==> src/scp_map.svh <==
`ifndef SCP_MAP_SVH
`define SCP_MAP_SVH
// ascii codes the parser reacts to
`define SCP_NL 8'h0a
`define SCP_SP 8'h20
`define SCP_STAR 8'h2a
`define SCP_PLUS 8'h2b
`define SCP_COMMA 8'h2c
`define SCP_MINUS 8'h2d
`define SCP_DOT 8'h2e
`define SCP_COLON 8'h3a
`define SCP_SEMI 8'h3b
`define SCP_QMARK 8'h3f
`define SCP_CASE 8'h20
// serial timing in oversample ticks and bit index, then keyword length and top level
`define SCP_OS 16
`define SCP_TLAST 4'hf
`define SCP_MID 4'h7
`define SCP_STOP 4'h9
`define SCP_KWLEN 3'h4
`define SCP_TOP 2'h2
// error codes
`define SCP_E_SEP 4'h5
`define SCP_E_LVL 4'h6
`define SCP_E_NUM 4'h7
`define SCP_E_ASC 4'h8
`endif

==> src/scp_pkg.sv <==
package scp_pkg;
  // line handling states, one-hot
  typedef enum logic [3:0] {
    ST_IDLE = 4'h1,
    ST_ECHO = 4'h2,
    ST_PARSE = 4'h4,
    ST_DONE = 4'h8
  } scp_state_e;
  // parameter formats
  typedef enum logic [2:0] {
    PK_NONE = 3'h0,
    PK_INT = 3'h1,
    PK_FIX = 3'h2,
    PK_SCI = 3'h3,
    PK_MULT = 3'h4,
    PK_STR = 3'h5
  } scp_par_e;
endpackage

==> src/scp_parser.sv <==
`timescale 1ns/1ps
`include "scp_map.svh"
// How it works
// frames are 8 data bits, one stop
// async full duplex, start and stop bits
// ascii only in, ascii only out
// host ends each line with newline
// parse on newline or on full buffer
// echo line back when handshake on
// parse error aborts and drops command
// query ends processing of the line
// letters compared case insensitive
// keywords reduced to short form prefix
// colon tree, at most three levels
// semicolon splits commands, keeps path
// space separates header from parameters
// integer, fixed, scientific, multiplier numbers
// twelve multiplier suffixes, any case
// foreign separator raises error five
// question mark marks a query
// handshake echo is a user switch
// buffer depth and baud are parameters
// centre sampling, false start rejected
module scp_parser #(
  parameter int CLK_HZ = 200000000,
  parameter int BAUD = 9600,
  parameter int DEPTH = 64
) (
  input wire logic clock,
  input wire logic sys_rst,
  input wire logic rxd,
  output logic txd,
  input wire logic shake_on,
  input wire logic resp_valid,
  input wire logic [7:0] resp_data,
  output logic resp_ready,
  output logic cmd_valid,
  output logic cmd_query,
  output logic [1:0] cmd_depth,
  output logic [31:0] cmd_kw0,
  output logic [31:0] cmd_kw1,
  output logic [31:0] cmd_kw2,
  output scp_pkg::scp_par_e par_kind,
  output logic par_neg,
  output logic [31:0] par_word,
  output logic [3:0] par_mult,
  output logic err_valid,
  output logic [3:0] err_code
);
  // ****************************************
  // helpers
  // ****************************************
  localparam int AW = $clog2(DEPTH) + 1;
  localparam int DIVR = CLK_HZ / (BAUD * `SCP_OS);
  localparam int DIV = (DIVR < 1) ? 1 : DIVR;
  // upper-case fold
  function automatic logic [7:0] fold(input logic [7:0] c);
    if (c >= "a" && c <= "z") begin
      return c - `SCP_CASE;
    end
    return c;
  endfunction
  function automatic logic is_dig(input logic [7:0] c);
    return c >= "0" && c <= "9";
  endfunction
  function automatic logic is_let(input logic [7:0] c);
    return c >= "A" && c <= "Z";
  endfunction
  // suffix to code 1..12, 0 when unknown
  function automatic logic [3:0] mcode(input logic [15:0] s);
    case (s)
      "EX": return 4'h1;
      "PE": return 4'h2;
      "T": return 4'h3;
      "G": return 4'h4;
      "MA": return 4'h5;
      "K": return 4'h6;
      "M": return 4'h7;
      "U": return 4'h8;
      "N": return 4'h9;
      "P": return 4'ha;
      "F": return 4'hb;
      "A": return 4'hc;
      default: return 4'h0;
    endcase
  endfunction
  // ****************************************
  // baud tick and receiver
  // ****************************************
  logic [31:0] div_q; // oversample divider
  logic tick;
  logic rx_s1_q, rx_s2_q; // pin synchroniser
  logic rx_busy_q;
  logic [3:0] rx_tc_q, rx_bc_q; // tick in bit, bit index
  logic [7:0] rx_sh_q;
  logic rx_v_q; // byte received pulse
  assign tick = div_q == 32'(DIV - 1);
  // divider
  always_ff @(posedge clock) begin
    if (sys_rst || tick) begin
      div_q <= 32'h0000_0000;
    end else begin
      div_q <= div_q + 32'h0000_0001;
    end
  end
  // two-stage pin sync
  always_ff @(posedge clock) begin
    if (sys_rst) begin
      rx_s1_q <= 1'b1;
      rx_s2_q <= 1'b1;
    end else begin
      rx_s1_q <= rxd;
      rx_s2_q <= rx_s1_q;
    end
  end
  // receive frame, sampled at bit centre
  always_ff @(posedge clock) begin
    rx_v_q <= 1'b0;
    if (sys_rst) begin
      rx_busy_q <= 1'b0;
      rx_tc_q <= 4'h0;
      rx_bc_q <= 4'h0;
      rx_sh_q <= 8'h00;
    end else if (tick) begin
      if (!rx_busy_q) begin
        rx_busy_q <= !rx_s2_q;
        rx_tc_q <= 4'h0;
        rx_bc_q <= 4'h0;
      end else begin
        rx_tc_q <= rx_tc_q + 4'h1;
        if (rx_tc_q == `SCP_TLAST) begin
          rx_bc_q <= rx_bc_q + 4'h1;
        end
        if (rx_tc_q == `SCP_MID) begin
          if (rx_bc_q == 4'h0 && rx_s2_q) begin
            rx_busy_q <= 1'b0;
          end else if (rx_bc_q == `SCP_STOP) begin
            rx_busy_q <= 1'b0;
            rx_v_q <= rx_s2_q;
          end else if (rx_bc_q != 4'h0) begin
            rx_sh_q <= {rx_s2_q, rx_sh_q[7:1]};
          end
        end
      end
    end
  end
  // ****************************************
  // line buffer and line state
  // ****************************************
  logic [7:0] buf_q [DEPTH];
  logic [AW-1:0] wptr_q, len_q, rptr_q, eptr_q;
  scp_pkg::scp_state_e st_q;
  logic line_end; // newline or buffer full
  logic stop_q; // parser asks for done
  assign line_end = st_q == scp_pkg::ST_IDLE && rx_v_q
    && (rx_sh_q == `SCP_NL || wptr_q == AW'(DEPTH - 1));
  // store bytes; newline itself is not kept
  always_ff @(posedge clock) begin
    if (st_q == scp_pkg::ST_IDLE && rx_v_q && rx_sh_q != `SCP_NL) begin
      buf_q[wptr_q[AW-2:0]] <= rx_sh_q;
    end
  end
  // write pointer and line length
  always_ff @(posedge clock) begin
    if (sys_rst || st_q == scp_pkg::ST_DONE) begin
      wptr_q <= '0;
      len_q <= '0;
    end else if (st_q == scp_pkg::ST_IDLE && rx_v_q) begin
      if (rx_sh_q != `SCP_NL) begin
        wptr_q <= wptr_q + AW'(1);
      end
      len_q <= (rx_sh_q == `SCP_NL) ? wptr_q : wptr_q + AW'(1);
    end
  end
  // ****************************************
  // transmitter: echo first, then responses
  // ****************************************
  logic tx_busy_q;
  logic [3:0] tx_tc_q, tx_bc_q;
  logic [9:0] tx_sh_q;
  logic txd_q;
  logic tx_load;
  logic [7:0] tx_byte;
  logic echo_last;
  assign echo_last = eptr_q == len_q;
  // bit 7 is cleared on the echo as well, so the wire only ever carries ascii
  assign tx_byte = (st_q == scp_pkg::ST_ECHO)
    ? (echo_last ? `SCP_NL : {1'b0, buf_q[eptr_q[AW-2:0]][6:0]})
    : {1'b0, resp_data[6:0]};
  assign resp_ready = !tx_busy_q && st_q != scp_pkg::ST_ECHO;
  assign tx_load = !tx_busy_q && (st_q == scp_pkg::ST_ECHO || resp_valid);
  assign txd = txd_q;
  // shift out start, 8 data, stop
  always_ff @(posedge clock) begin
    if (sys_rst) begin
      tx_busy_q <= 1'b0;
      tx_tc_q <= 4'h0;
      tx_bc_q <= 4'h0;
      tx_sh_q <= 10'h3ff;
      txd_q <= 1'b1;
    end else begin
      txd_q <= tx_busy_q ? tx_sh_q[0] : 1'b1;
      if (tx_load) begin
        tx_busy_q <= 1'b1;
        tx_tc_q <= 4'h0;
        tx_bc_q <= 4'h0;
        tx_sh_q <= {1'b1, tx_byte, 1'b0};
      end else if (tx_busy_q && tick) begin
        tx_tc_q <= tx_tc_q + 4'h1;
        if (tx_tc_q == `SCP_TLAST) begin
          tx_sh_q <= {1'b1, tx_sh_q[9:1]};
          tx_bc_q <= tx_bc_q + 4'h1;
          tx_busy_q <= tx_bc_q != `SCP_STOP;
        end
      end
    end
  end
  // line state machine
  always_ff @(posedge clock) begin
    if (sys_rst) begin
      st_q <= scp_pkg::ST_IDLE;
      eptr_q <= '0;
    end else begin
      case (st_q)
        scp_pkg::ST_IDLE: begin
          eptr_q <= '0;
          if (line_end) begin
            st_q <= shake_on ? scp_pkg::ST_ECHO : scp_pkg::ST_PARSE;
          end
        end
        scp_pkg::ST_ECHO: begin
          if (tx_load) begin
            eptr_q <= eptr_q + AW'(1);
            if (echo_last) begin
              st_q <= scp_pkg::ST_PARSE;
            end
          end
        end
        scp_pkg::ST_PARSE: begin
          if (stop_q) begin
            st_q <= scp_pkg::ST_DONE;
          end
        end
        default: st_q <= scp_pkg::ST_IDLE;
      endcase
    end
  end
  // ****************************************
  // parser, one character a cycle
  // ****************************************
  logic [7:0] raw, c;
  logic hdr_q, epend_q;
  logic [1:0] lvl_q;
  logic [31:0] kw_q, mant_q, path_q [3];
  logic [2:0] kwn_q;
  logic [15:0] suf_q;
  scp_pkg::scp_par_e pk_q, fin_k;
  logic neg_q, term, emit, bad;
  assign raw = (rptr_q < len_q) ? buf_q[rptr_q[AW-2:0]] : `SCP_NL;
  assign c = fold(raw);
  assign term = c == `SCP_SEMI || c == `SCP_NL || (hdr_q && c == `SCP_QMARK);
  assign fin_k = (suf_q != 16'h0000) ? scp_pkg::PK_MULT : pk_q;
  assign bad = suf_q != 16'h0000 && mcode(suf_q) == 4'h0;
  // empty command gives no pulse; a parameter field pulses even after an empty header
  assign emit = term && (!hdr_q || kwn_q != 3'h0);
  always_ff @(posedge clock) begin
    cmd_valid <= 1'b0;
    err_valid <= 1'b0;
    if (sys_rst || st_q != scp_pkg::ST_PARSE) begin
      rptr_q <= '0;
      stop_q <= 1'b0;
      hdr_q <= 1'b1;
      lvl_q <= 2'h0;
      kw_q <= 32'h0000_0000;
      kwn_q <= 3'h0;
      pk_q <= scp_pkg::PK_NONE;
      neg_q <= 1'b0;
      mant_q <= 32'h0000_0000;
      suf_q <= 16'h0000;
      epend_q <= 1'b0;
      if (sys_rst) begin
        cmd_query <= 1'b0;
        cmd_depth <= 2'h0;
        par_kind <= scp_pkg::PK_NONE;
        par_neg <= 1'b0;
        par_word <= 32'h0000_0000;
        par_mult <= 4'h0;
        err_code <= 4'h0;
        path_q <= '{default: 32'h0000_0000};
      end
    end else if (!stop_q) begin
      rptr_q <= rptr_q + AW'(1);
      if (raw[7]) begin
        err_valid <= 1'b1;
        err_code <= `SCP_E_ASC;
        stop_q <= 1'b1;
      end else if (term) begin
        if (hdr_q) begin
          path_q[lvl_q] <= kw_q;
        end
        if (!hdr_q && bad) begin
          err_valid <= 1'b1;
          err_code <= `SCP_E_NUM;
          stop_q <= 1'b1;
        end else begin
          cmd_valid <= emit;
          cmd_query <= hdr_q && c == `SCP_QMARK;
          cmd_depth <= lvl_q;
          par_kind <= hdr_q ? scp_pkg::PK_NONE : fin_k;
          par_neg <= neg_q;
          par_word <= mant_q;
          par_mult <= mcode(suf_q);
          stop_q <= c != `SCP_SEMI;
        end
        // next command keeps the current level
        hdr_q <= 1'b1;
        kw_q <= 32'h0000_0000;
        kwn_q <= 3'h0;
        pk_q <= scp_pkg::PK_NONE;
        neg_q <= 1'b0;
        mant_q <= 32'h0000_0000;
        suf_q <= 16'h0000;
        epend_q <= 1'b0;
      end else if (hdr_q) begin
        if (is_let(c) || is_dig(c) || c == `SCP_STAR) begin
          if (kwn_q != `SCP_KWLEN) begin
            kw_q <= {kw_q[23:0], c};
            kwn_q <= kwn_q + 3'h1;
          end
        end else if (c == `SCP_COLON) begin
          if (kwn_q == 3'h0) begin
            lvl_q <= 2'h0; // leading colon restarts tree
          end else if (lvl_q == `SCP_TOP) begin
            err_valid <= 1'b1;
            err_code <= `SCP_E_LVL;
            stop_q <= 1'b1;
          end else begin
            path_q[lvl_q] <= kw_q;
            lvl_q <= lvl_q + 2'h1;
            kw_q <= 32'h0000_0000;
            kwn_q <= 3'h0;
          end
        end else if (c == `SCP_SP) begin
          path_q[lvl_q] <= kw_q;
          hdr_q <= 1'b0;
          kwn_q <= 3'h0; // string parameter counts from zero
        end else begin
          err_valid <= 1'b1;
          err_code <= `SCP_E_SEP;
          stop_q <= 1'b1;
        end
      end else begin
        // parameter field
        if (is_dig(c)) begin
          if (epend_q) begin
            pk_q <= scp_pkg::PK_SCI;
            suf_q <= 16'h0000;
            epend_q <= 1'b0;
          end else if (suf_q != 16'h0000) begin
            err_valid <= 1'b1;
            err_code <= `SCP_E_NUM;
            stop_q <= 1'b1;
          end else if (pk_q == scp_pkg::PK_NONE || pk_q == scp_pkg::PK_INT) begin
            // only integer part digits are kept, fraction digits are dropped
            mant_q <= 32'(mant_q * 32'd10 + 32'(c - "0"));
            if (pk_q == scp_pkg::PK_NONE) begin
              pk_q <= scp_pkg::PK_INT;
            end
          end
        end else if (c == `SCP_PLUS || c == `SCP_MINUS) begin
          if (epend_q) begin
            pk_q <= scp_pkg::PK_SCI;
            suf_q <= 16'h0000;
            epend_q <= 1'b0;
          end else if (pk_q == scp_pkg::PK_NONE) begin
            neg_q <= c == `SCP_MINUS;
          end
        end else if (c == `SCP_DOT && pk_q != scp_pkg::PK_FIX) begin
          pk_q <= scp_pkg::PK_FIX;
        end else if (is_let(c)) begin
          if (pk_q == scp_pkg::PK_NONE || pk_q == scp_pkg::PK_STR) begin
            pk_q <= scp_pkg::PK_STR;
            if (kwn_q != `SCP_KWLEN) begin
              mant_q <= {mant_q[23:0], c};
              kwn_q <= kwn_q + 3'h1;
            end
          end else if (suf_q[15:8] == 8'h00) begin
            suf_q <= {suf_q[7:0], c};
            epend_q <= suf_q == 16'h0000 && c == "E" && pk_q != scp_pkg::PK_SCI;
          end
        end else if (c == `SCP_COMMA) begin
          pk_q <= scp_pkg::PK_NONE;
          mant_q <= 32'h0000_0000;
          suf_q <= 16'h0000;
          neg_q <= 1'b0;
          kwn_q <= 3'h0;
        end else if (c != `SCP_SP) begin
          err_valid <= 1'b1;
          err_code <= `SCP_E_SEP;
          stop_q <= 1'b1;
        end
      end
    end
  end
  assign cmd_kw0 = path_q[0];
  assign cmd_kw1 = path_q[1];
  assign cmd_kw2 = path_q[2];
  // ****************************************
  // checks
  // ****************************************
  property p_txframe;
    @(posedge clock) disable iff (sys_rst) tx_load |=> ##1 !txd_q;
  endproperty
  a_txframe: assert property (p_txframe) else $error("no start bit");
  property p_stop;
    @(posedge clock) disable iff (sys_rst) rx_v_q |-> $past(rx_s2_q);
  endproperty
  a_stop: assert property (p_stop) else $error("byte without stop");
  property p_ascii;
    @(posedge clock) disable iff (sys_rst) tx_load |-> !tx_byte[7];
  endproperty
  a_ascii: assert property (p_ascii) else $error("non ascii sent");
  property p_nl;
    @(posedge clock) disable iff (sys_rst)
      st_q == scp_pkg::ST_IDLE && rx_v_q && rx_sh_q == `SCP_NL |=> st_q != scp_pkg::ST_IDLE;
  endproperty
  a_nl: assert property (p_nl) else $error("newline not taken");
  property p_echo;
    @(posedge clock) disable iff (sys_rst)
      line_end && shake_on |=> st_q == scp_pkg::ST_ECHO;
  endproperty
  a_echo: assert property (p_echo) else $error("no echo");
  property p_abort;
    @(posedge clock) disable iff (sys_rst) err_valid |-> !cmd_valid && stop_q;
  endproperty
  a_abort: assert property (p_abort) else $error("error not aborting");
  property p_query;
    @(posedge clock) disable iff (sys_rst)
      cmd_valid && cmd_query |-> stop_q ##1 st_q == scp_pkg::ST_DONE;
  endproperty
  a_query: assert property (p_query) else $error("query kept parsing");
  property p_reject;
    @(posedge clock) disable iff (sys_rst)
      tick && rx_busy_q && rx_tc_q == `SCP_MID && rx_bc_q == 4'h0 && rx_s2_q
      |=> !rx_busy_q [*2];
  endproperty
  a_reject: assert property (p_reject) else $error("false start kept");
endmodule

==> config.mk <==
export PLATFORM = sky130hd
export DESIGN_NAME = scp_parser
export DESIGN_NICKNAME = d
export VERILOG_FILES = /design/src/scp_pkg.sv /design/src/scp_parser.sv
export VERILOG_INCLUDE_DIRS = /design/src /design/src/src
export SDC_FILE = /design/constraint.sdc
export NUM_CORES = 2
export LEC_CHECK = 0
export ABC_AREA = 1
export BUFFER_PORTS_ARGS = -buffer_cell sky130_fd_sc_hd__clkbuf_2
export CAP_MARGIN = 20
export CORE_MARGIN = 8
export CORE_UTILIZATION = 55
export DETAILED_ROUTE_END_ITERATION = 6
export HOLD_SLACK_MARGIN = 0.15
export MAX_ROUTING_LAYER = met4
export PLACE_DENSITY = 0.72
export SLEW_MARGIN = 5
export SYNTH_ARGS = -nofsm -noshare
export SYNTH_HDL_FRONTEND = slang
export SYNTH_SLANG_ARGS = --single-unit
==> constraint.sdc <==
create_clock -name clock -period 10.2 [get_ports clock]
set_clock_uncertainty 0.2 [all_clocks]
set_input_delay 0.51 -clock clock [delete_from_list [all_inputs] [get_ports clock]]
set_output_delay 0.51 -clock clock [all_outputs]
set_load 0.05 [all_outputs]
# After elaboration in Yosys (flattened, before gate mapping)
# Memories as Yosys holds them, arrays and structs flattened. A register that Yosys moved wholly into a read port is not among the register bits.
# Cells that the tools add are included.
# W data, S select, Z words.
# classes
n_mux	205
mul	1
shifts	0
n_eq_ne	103
magnitude_cmp	9
div_mod_pow	0
n_addsub	13
n_reduce_logical	83
bitwise	11
# op_table
cell	count
$mux W96	12
$mux W32	26
$mux W16	10
$eq A16 B7 Y1 const B	9
$mux W4	32
$mux W3	35
$bwmux W96	1
$eq A8 B6 Y1 const B	9
$demux W32 S2	1
$mux W1	63
$eq A16 B15 Y1 const B	3
$pmux W4 S12	1
$ne A3 B3 Y1 const B	14
$ne A6 B6 Y1 const B	7
$add A32 B1 Y32 const B	1
$add A32 B32 Y32	1
$eq A32 B11 Y1 const B	1
$mul A32 B3 Y31 const B	1
$mux W7	4
$ne A4 B4 Y1 const B	7
$reduce_and A7 Y1	4
$mux W9	3
$mux W6	4
$mux W8	3
66 further kinds	173
# totals
mem_bits_ro	0
ff_bits	340
ram_bits	512
output_inout_bits	147
inputBits	13
wordCells	466
latch_bits	0
n_memories	1
# memory_table
name	words	word_bits	read_ports	rd_ports_with_merged_regs	write_ports	line	text
buf_q	64	8	2	2	1	scp_parser.sv:150	logic [7:0] buf_q [DEPTH];

# Depth between registers and ports, before layout
# logic_depth
word_depth	18
mapped_depth	46
depth_no_buf	42

# Least setup slack after synthesis
# Ideal clock, no wire load.
# synth_timing
path_type	register to register
start	reg len_q[6]
end	reg path_q, in the netlist cmd_kw0[0] (enable)
n_path_buf	0
setup_ns	0.582
arrival_ns	7.991
path_stages_with_launch	22
path_slack_ns	1.426
t_required_ns	9.418
synth_period_minus_slack_ns	8.774
path_cell_list	dfxtp_1 inv_1 ha_1 a21oi_1 o21ai_0 a21oi_1 nand3_2 nor2_1 nand2_1 nand3_1 nand2_2 nand2_1 nand2_1 inv_1 ha_1 inv_1 o211ai_1 nand2_1 nand2_2 nand3_4 o21bai_1 a21oi_1
# synth_via
elab_chain_cells	12
word_cells_on_any_way	32
cone_classes	add/sub: 1; order compare: 7; eq/ne: 10; mux: 4; reduce/logical: 10
# synth_rtl
item	line	text
start, declared	scp_parser.sv:151	logic [AW-1:0] wptr_q, len_q, rptr_q, eptr_q;
start signal, assigned	scp_parser.sv:172	len_q <= (rx_sh_q == `SCP_NL) ? wptr_q : wptr_q + AW'(1);
$lt A7 B7 Y1 (*)	scp_parser.sv:259	assign raw = (rptr_q < len_q) ? buf_q[rptr_q[AW-2:0]] : `SCP_NL;
$mux W8 (no source line) (*)	-	
$ge A8 B7 Y1 / $le A8 B7 Y1 (equally long branches)	scp_parser.sv:58	if (c >= "a" && c <= "z") begin
$logic_and A1 B1 Y1	scp_parser.sv:58	
$mux W1	scp_parser.sv:58	
$mux W8	scp_parser.sv:61	return c;
$ge A8 B7 Y1 (tied with other cells)	scp_parser.sv:67	return c >= "A" && c <= "Z";
$logic_and A1 B1 Y1 (on tied branches)	scp_parser.sv:67, scp_parser.sv:64	
$logic_or A1 B1 Y1	scp_parser.sv:325	if (is_let(c) || is_dig(c) || c == `SCP_STAR) begin
$logic_or A1 B1 Y1 (no source line)	-	
$ne A3 B3 Y1 (no source line)	-	
$reduce_and A8 Y1 (no source line) (*)	-	
end signal, assigned by index	scp_parser.sv:299	path_q[lvl_q] <= kw_q;
end signal, assigned by index	scp_parser.sv:338	path_q[lvl_q] <= kw_q;
end signal, assigned by index	scp_parser.sv:344	path_q[lvl_q] <= kw_q;
end, declared	scp_parser.sv:254	logic [31:0] kw_q, mant_q, path_q [3];
# Mark *: on every way between the ends. The rest lies on a longest branch, timed or not. The select of a mux whose other input is x is not followed.
# A chain may end at the register's enable or synchronous reset.

==> results.py <==
metrics = {
    "run_status": {
        "outcome": "finished clean",
    },
    "floorplanning": {
        "die_x_microns": 301,
        "ios": 160,
        "die-area_sq_um": 90600,
        "core_area_sq_um": 80500,
        "start_util_pct": 55.5,
        "die_h_microns": 301,
        "core.rowCount": 104,
    },
    "finish": {
        "syn2layout_area_growth_pct": 10.1,
        "seqCellArea_sq_um": 23900,
        "fillers": 6829,
        "num-nets-final": 5332,
        "fin_area_sq_um": 49200,
        "drive_gt1_share_pct": 8.29,
        "final_util_pct": 61.1,
        "multi_input_area_sq_um": 18200,
    },
    "power": {
        "leakage_uw": 0.0190,
        "ir_drop_mv": 0.148,
        "pwr_density_cell_nw_per_um2": 155,
    },
    "sta": {
        "fin_crit_sh_pct": 76.6,
        "min_period_ps": 7820,
        "hold_viol_final": 0,
        "tightest_slew_ps": 1120,
        "rsz0062_at_grt": "no",
        "finalSetupViolations": 0,
        "hold_ws_ps": 245,
        "maxSlewViolCount": 0,
        "fmax_mhz": 128,
        "relSlewSlack_pct": 25.0,
        "setup_ws_ps": 2380,
        "setup_tns_ps": 0,
    },
    "synthesis": {
        "synthCells": 5174,
        "ys.flop_type": "edfxtp_1",
        "syn-cell-area_sq_um": 44700,
        "yosysWarnings": 0,
        "ys_ff_latch": 864,
        "syn-num-nets": 5303,
        "yosysSeqAreaShare_pct": 53.4,
        "yosysTopAreaCellShare_pct": 44.0,
        "synthTopCellsByArea": "edfxtp_1 44%, nand2_1 11%, dfxtp_1 9.4%",
        "ys_top_cells_by_count": "1274 x nand2_1, 655 x edfxtp_1, 599 x nor2_1",
        "post-synth-top-count-cell": "nand2_1",
        "synth_area_leader_cell": "edfxtp_1",
        "synthArstFlopShare_pct": 0,
        "yosysUniqueCellTypes": 62,
        "synth_edf_count": 655,
        "syn_area_per_cell_sq_um": 8.64,
    },
    "worst_setup_path": {
        "worst_setup_path_end_kind": "flop",
        "crit_buf_inv": 4,
        "path_common_cell": "nand2_1",
        "worstPathMaxFanout": 154,
        "worstPathArrival_ps": 8210,
        "critPathSlowestCell": "inv_8",
        "cpLargestDelayFamily": "simple AND/OR/NAND/NOR gates",
        "startpoint_type": "flop",
        "cpPeakStageDelay_ps": 810,
        "critPathRequiredTime_ps": 10600,
        "crit_type": "flop to flop",
    },
    "run": {
        "drv_cap": 0,
    },
    "clocking": {
        "clk_latency_ps": 690,
        "cts_buffer_depth": 3,
        "clockRootBuffer": "clkbuf_16",
        "path_clk_slew_ps": 60,
        "cts_buffers": 92,
        "postCtsSetupBuffers": 0,
        "clkSinkCount": 864,
        "cts_tree": "yes",
        "htree_levels": 3,
    },
    "global_route": {
        "grt_start_max_net_pins": 155,
        "grt_pass1_wl_mm": 205,
        "overflow": 0,
        "grt.total_usage_pct": 29.3,
        "grt_pass1_vias": 36313,
        "antenna_found_initial": 1,
    },
    "route": {
        "dr.pass1.iters": 6,
        "num_vias": 38718,
        "routed_wl_mm": 134,
        "drtAntennaViolNets": 0,
        "wire_per_inst_microns": 21.1,
        "via_per_inst": 6.10,
        "remaining_drc_errors": 0,
        "drt_iter0_drc": 5288,
    },
    "placement": {
        "placed_cell_area_sq_um": 46000,
        "gp_congestion": 0.934,
        "hpwl_mm": 82.8,
        "place_ws_ps": 2610,
        "io_buffers": 158,
    },
    "worst_hold_path": {
        "hp-class": "flop to flop",
    },
}
==> power breakdown <==
part / internal [uW] / total [uW] / leakage, uW / switching, uW
sequential: 3780 / 3810 / 0.00791 / 28.7
combinational: 86.8 / 386 / 0.00954 / 299
clock: 1950 / 3420 / 0.00151 / 1460
==> through the flow <==
step                      power, uW  std cells
after floorplan                4160       5174
after global placement         4250       6153
after detailed placement       4260       6156
after CTS                      7620       6340
after global routing           7800       6343
final                          7610       6343
==> flip-flops by register name, summed over array words and instances, names as in the netlist, 8 cells and up, named ones only <==
| name | flops |
|---|---|
| cmd_kw1 | 32 |
| kw_q | 32 |
| tx_sh_q | 9 |
| cmd_kw0 | 32 |
| par_word | 32 |
| div_q | 32 |
| suf_q | 16 |
| rx_sh_q | 8 |
| cmd_kw2 | 32 |
| buf_q | 512 |
| mant_q | 32 |
==> layer usage <==
layer	vias to the layer above	share of wire, %	wire [microns]	GRT usage, %
met1	18143	39	52800	38.3
met5	-	0	0	-
met2	2193	45	60900	45.0
li1	17950	-	-	-
met3	432	10	14000	4.73
met4	0	4.7	6340	13.2
==> cell usage in the layout, fill, tap and decap left out, types with 19 or more instances in the layout <==
cell type,count
o21ai_1,19
nor2_1,596
nand3_1,577
dfxtp_1,195
o21ai_0,337
o22ai_1,46
a21oi_1,286
nand4_1,57
ha_1,114
clkbuf_1,20
clkbuf_2,158
nand2_1,1274
edfxtp_1,655
buf_4,53
xor2_1,27
xnor2_1,36
clkinv_2,20
nor3_1,47
o221ai_1,77
clkinv_1,19
clkbuf_16,93
inv_1,301
nor4_1,25
==> logic make-up (layout without fill, tap and decap cells) <==
| family | count (synthesis) | count (layout) | share of synthesized area [%] |
|---|---|---|---|
| compound gates | 874 | 874 | 11.2 |
| fa+ha+maj | 116 | 116 | 3.28 |
| flops | 864 | 864 | 53.4 |
| buf+inv | 616 | 724 | 5.88 |
| simple gates | 2641 | 2641 | 25.0 |
| other cells | 0 | 1 | 0 |
| xor+xnor | 63 | 63 | 1.23 |
==> final timing paths <==
check	startpoint	to	slack (ps)	depth (start not counted)
max	flop	mant_q[30]	2380	41
min	rx_s1_q	rx_s2_q	240	1
max reg2reg	flop	mant_q[30]	2380	41
min reg2reg	rx_s1_q	rx_s2_q	240	1
==> repair_timing <==
action,4_1_cts,5_1_grt
endpoints found under the hold margin,13,0
gates resized for setup,0,0
hold buffers,11,0
==> final cells by class <==
| cell class | instances | share of cell area, % |
|---|---|---|
| inverter | 323 | 2.51 |
| sequential | 864 | 48.5 |
| timing repair buffer | 228 | 2.88 |
| tap | 1060 | 2.70 |
| clock inverter | 53 | 1.23 |
| clock buffer | 120 | 5.07 |
| multi-input combinational | 3694 | 37.1 |
| antenna | 1 | 0.00509 |
No activity file was read; power rests on OpenSTA's default activity.
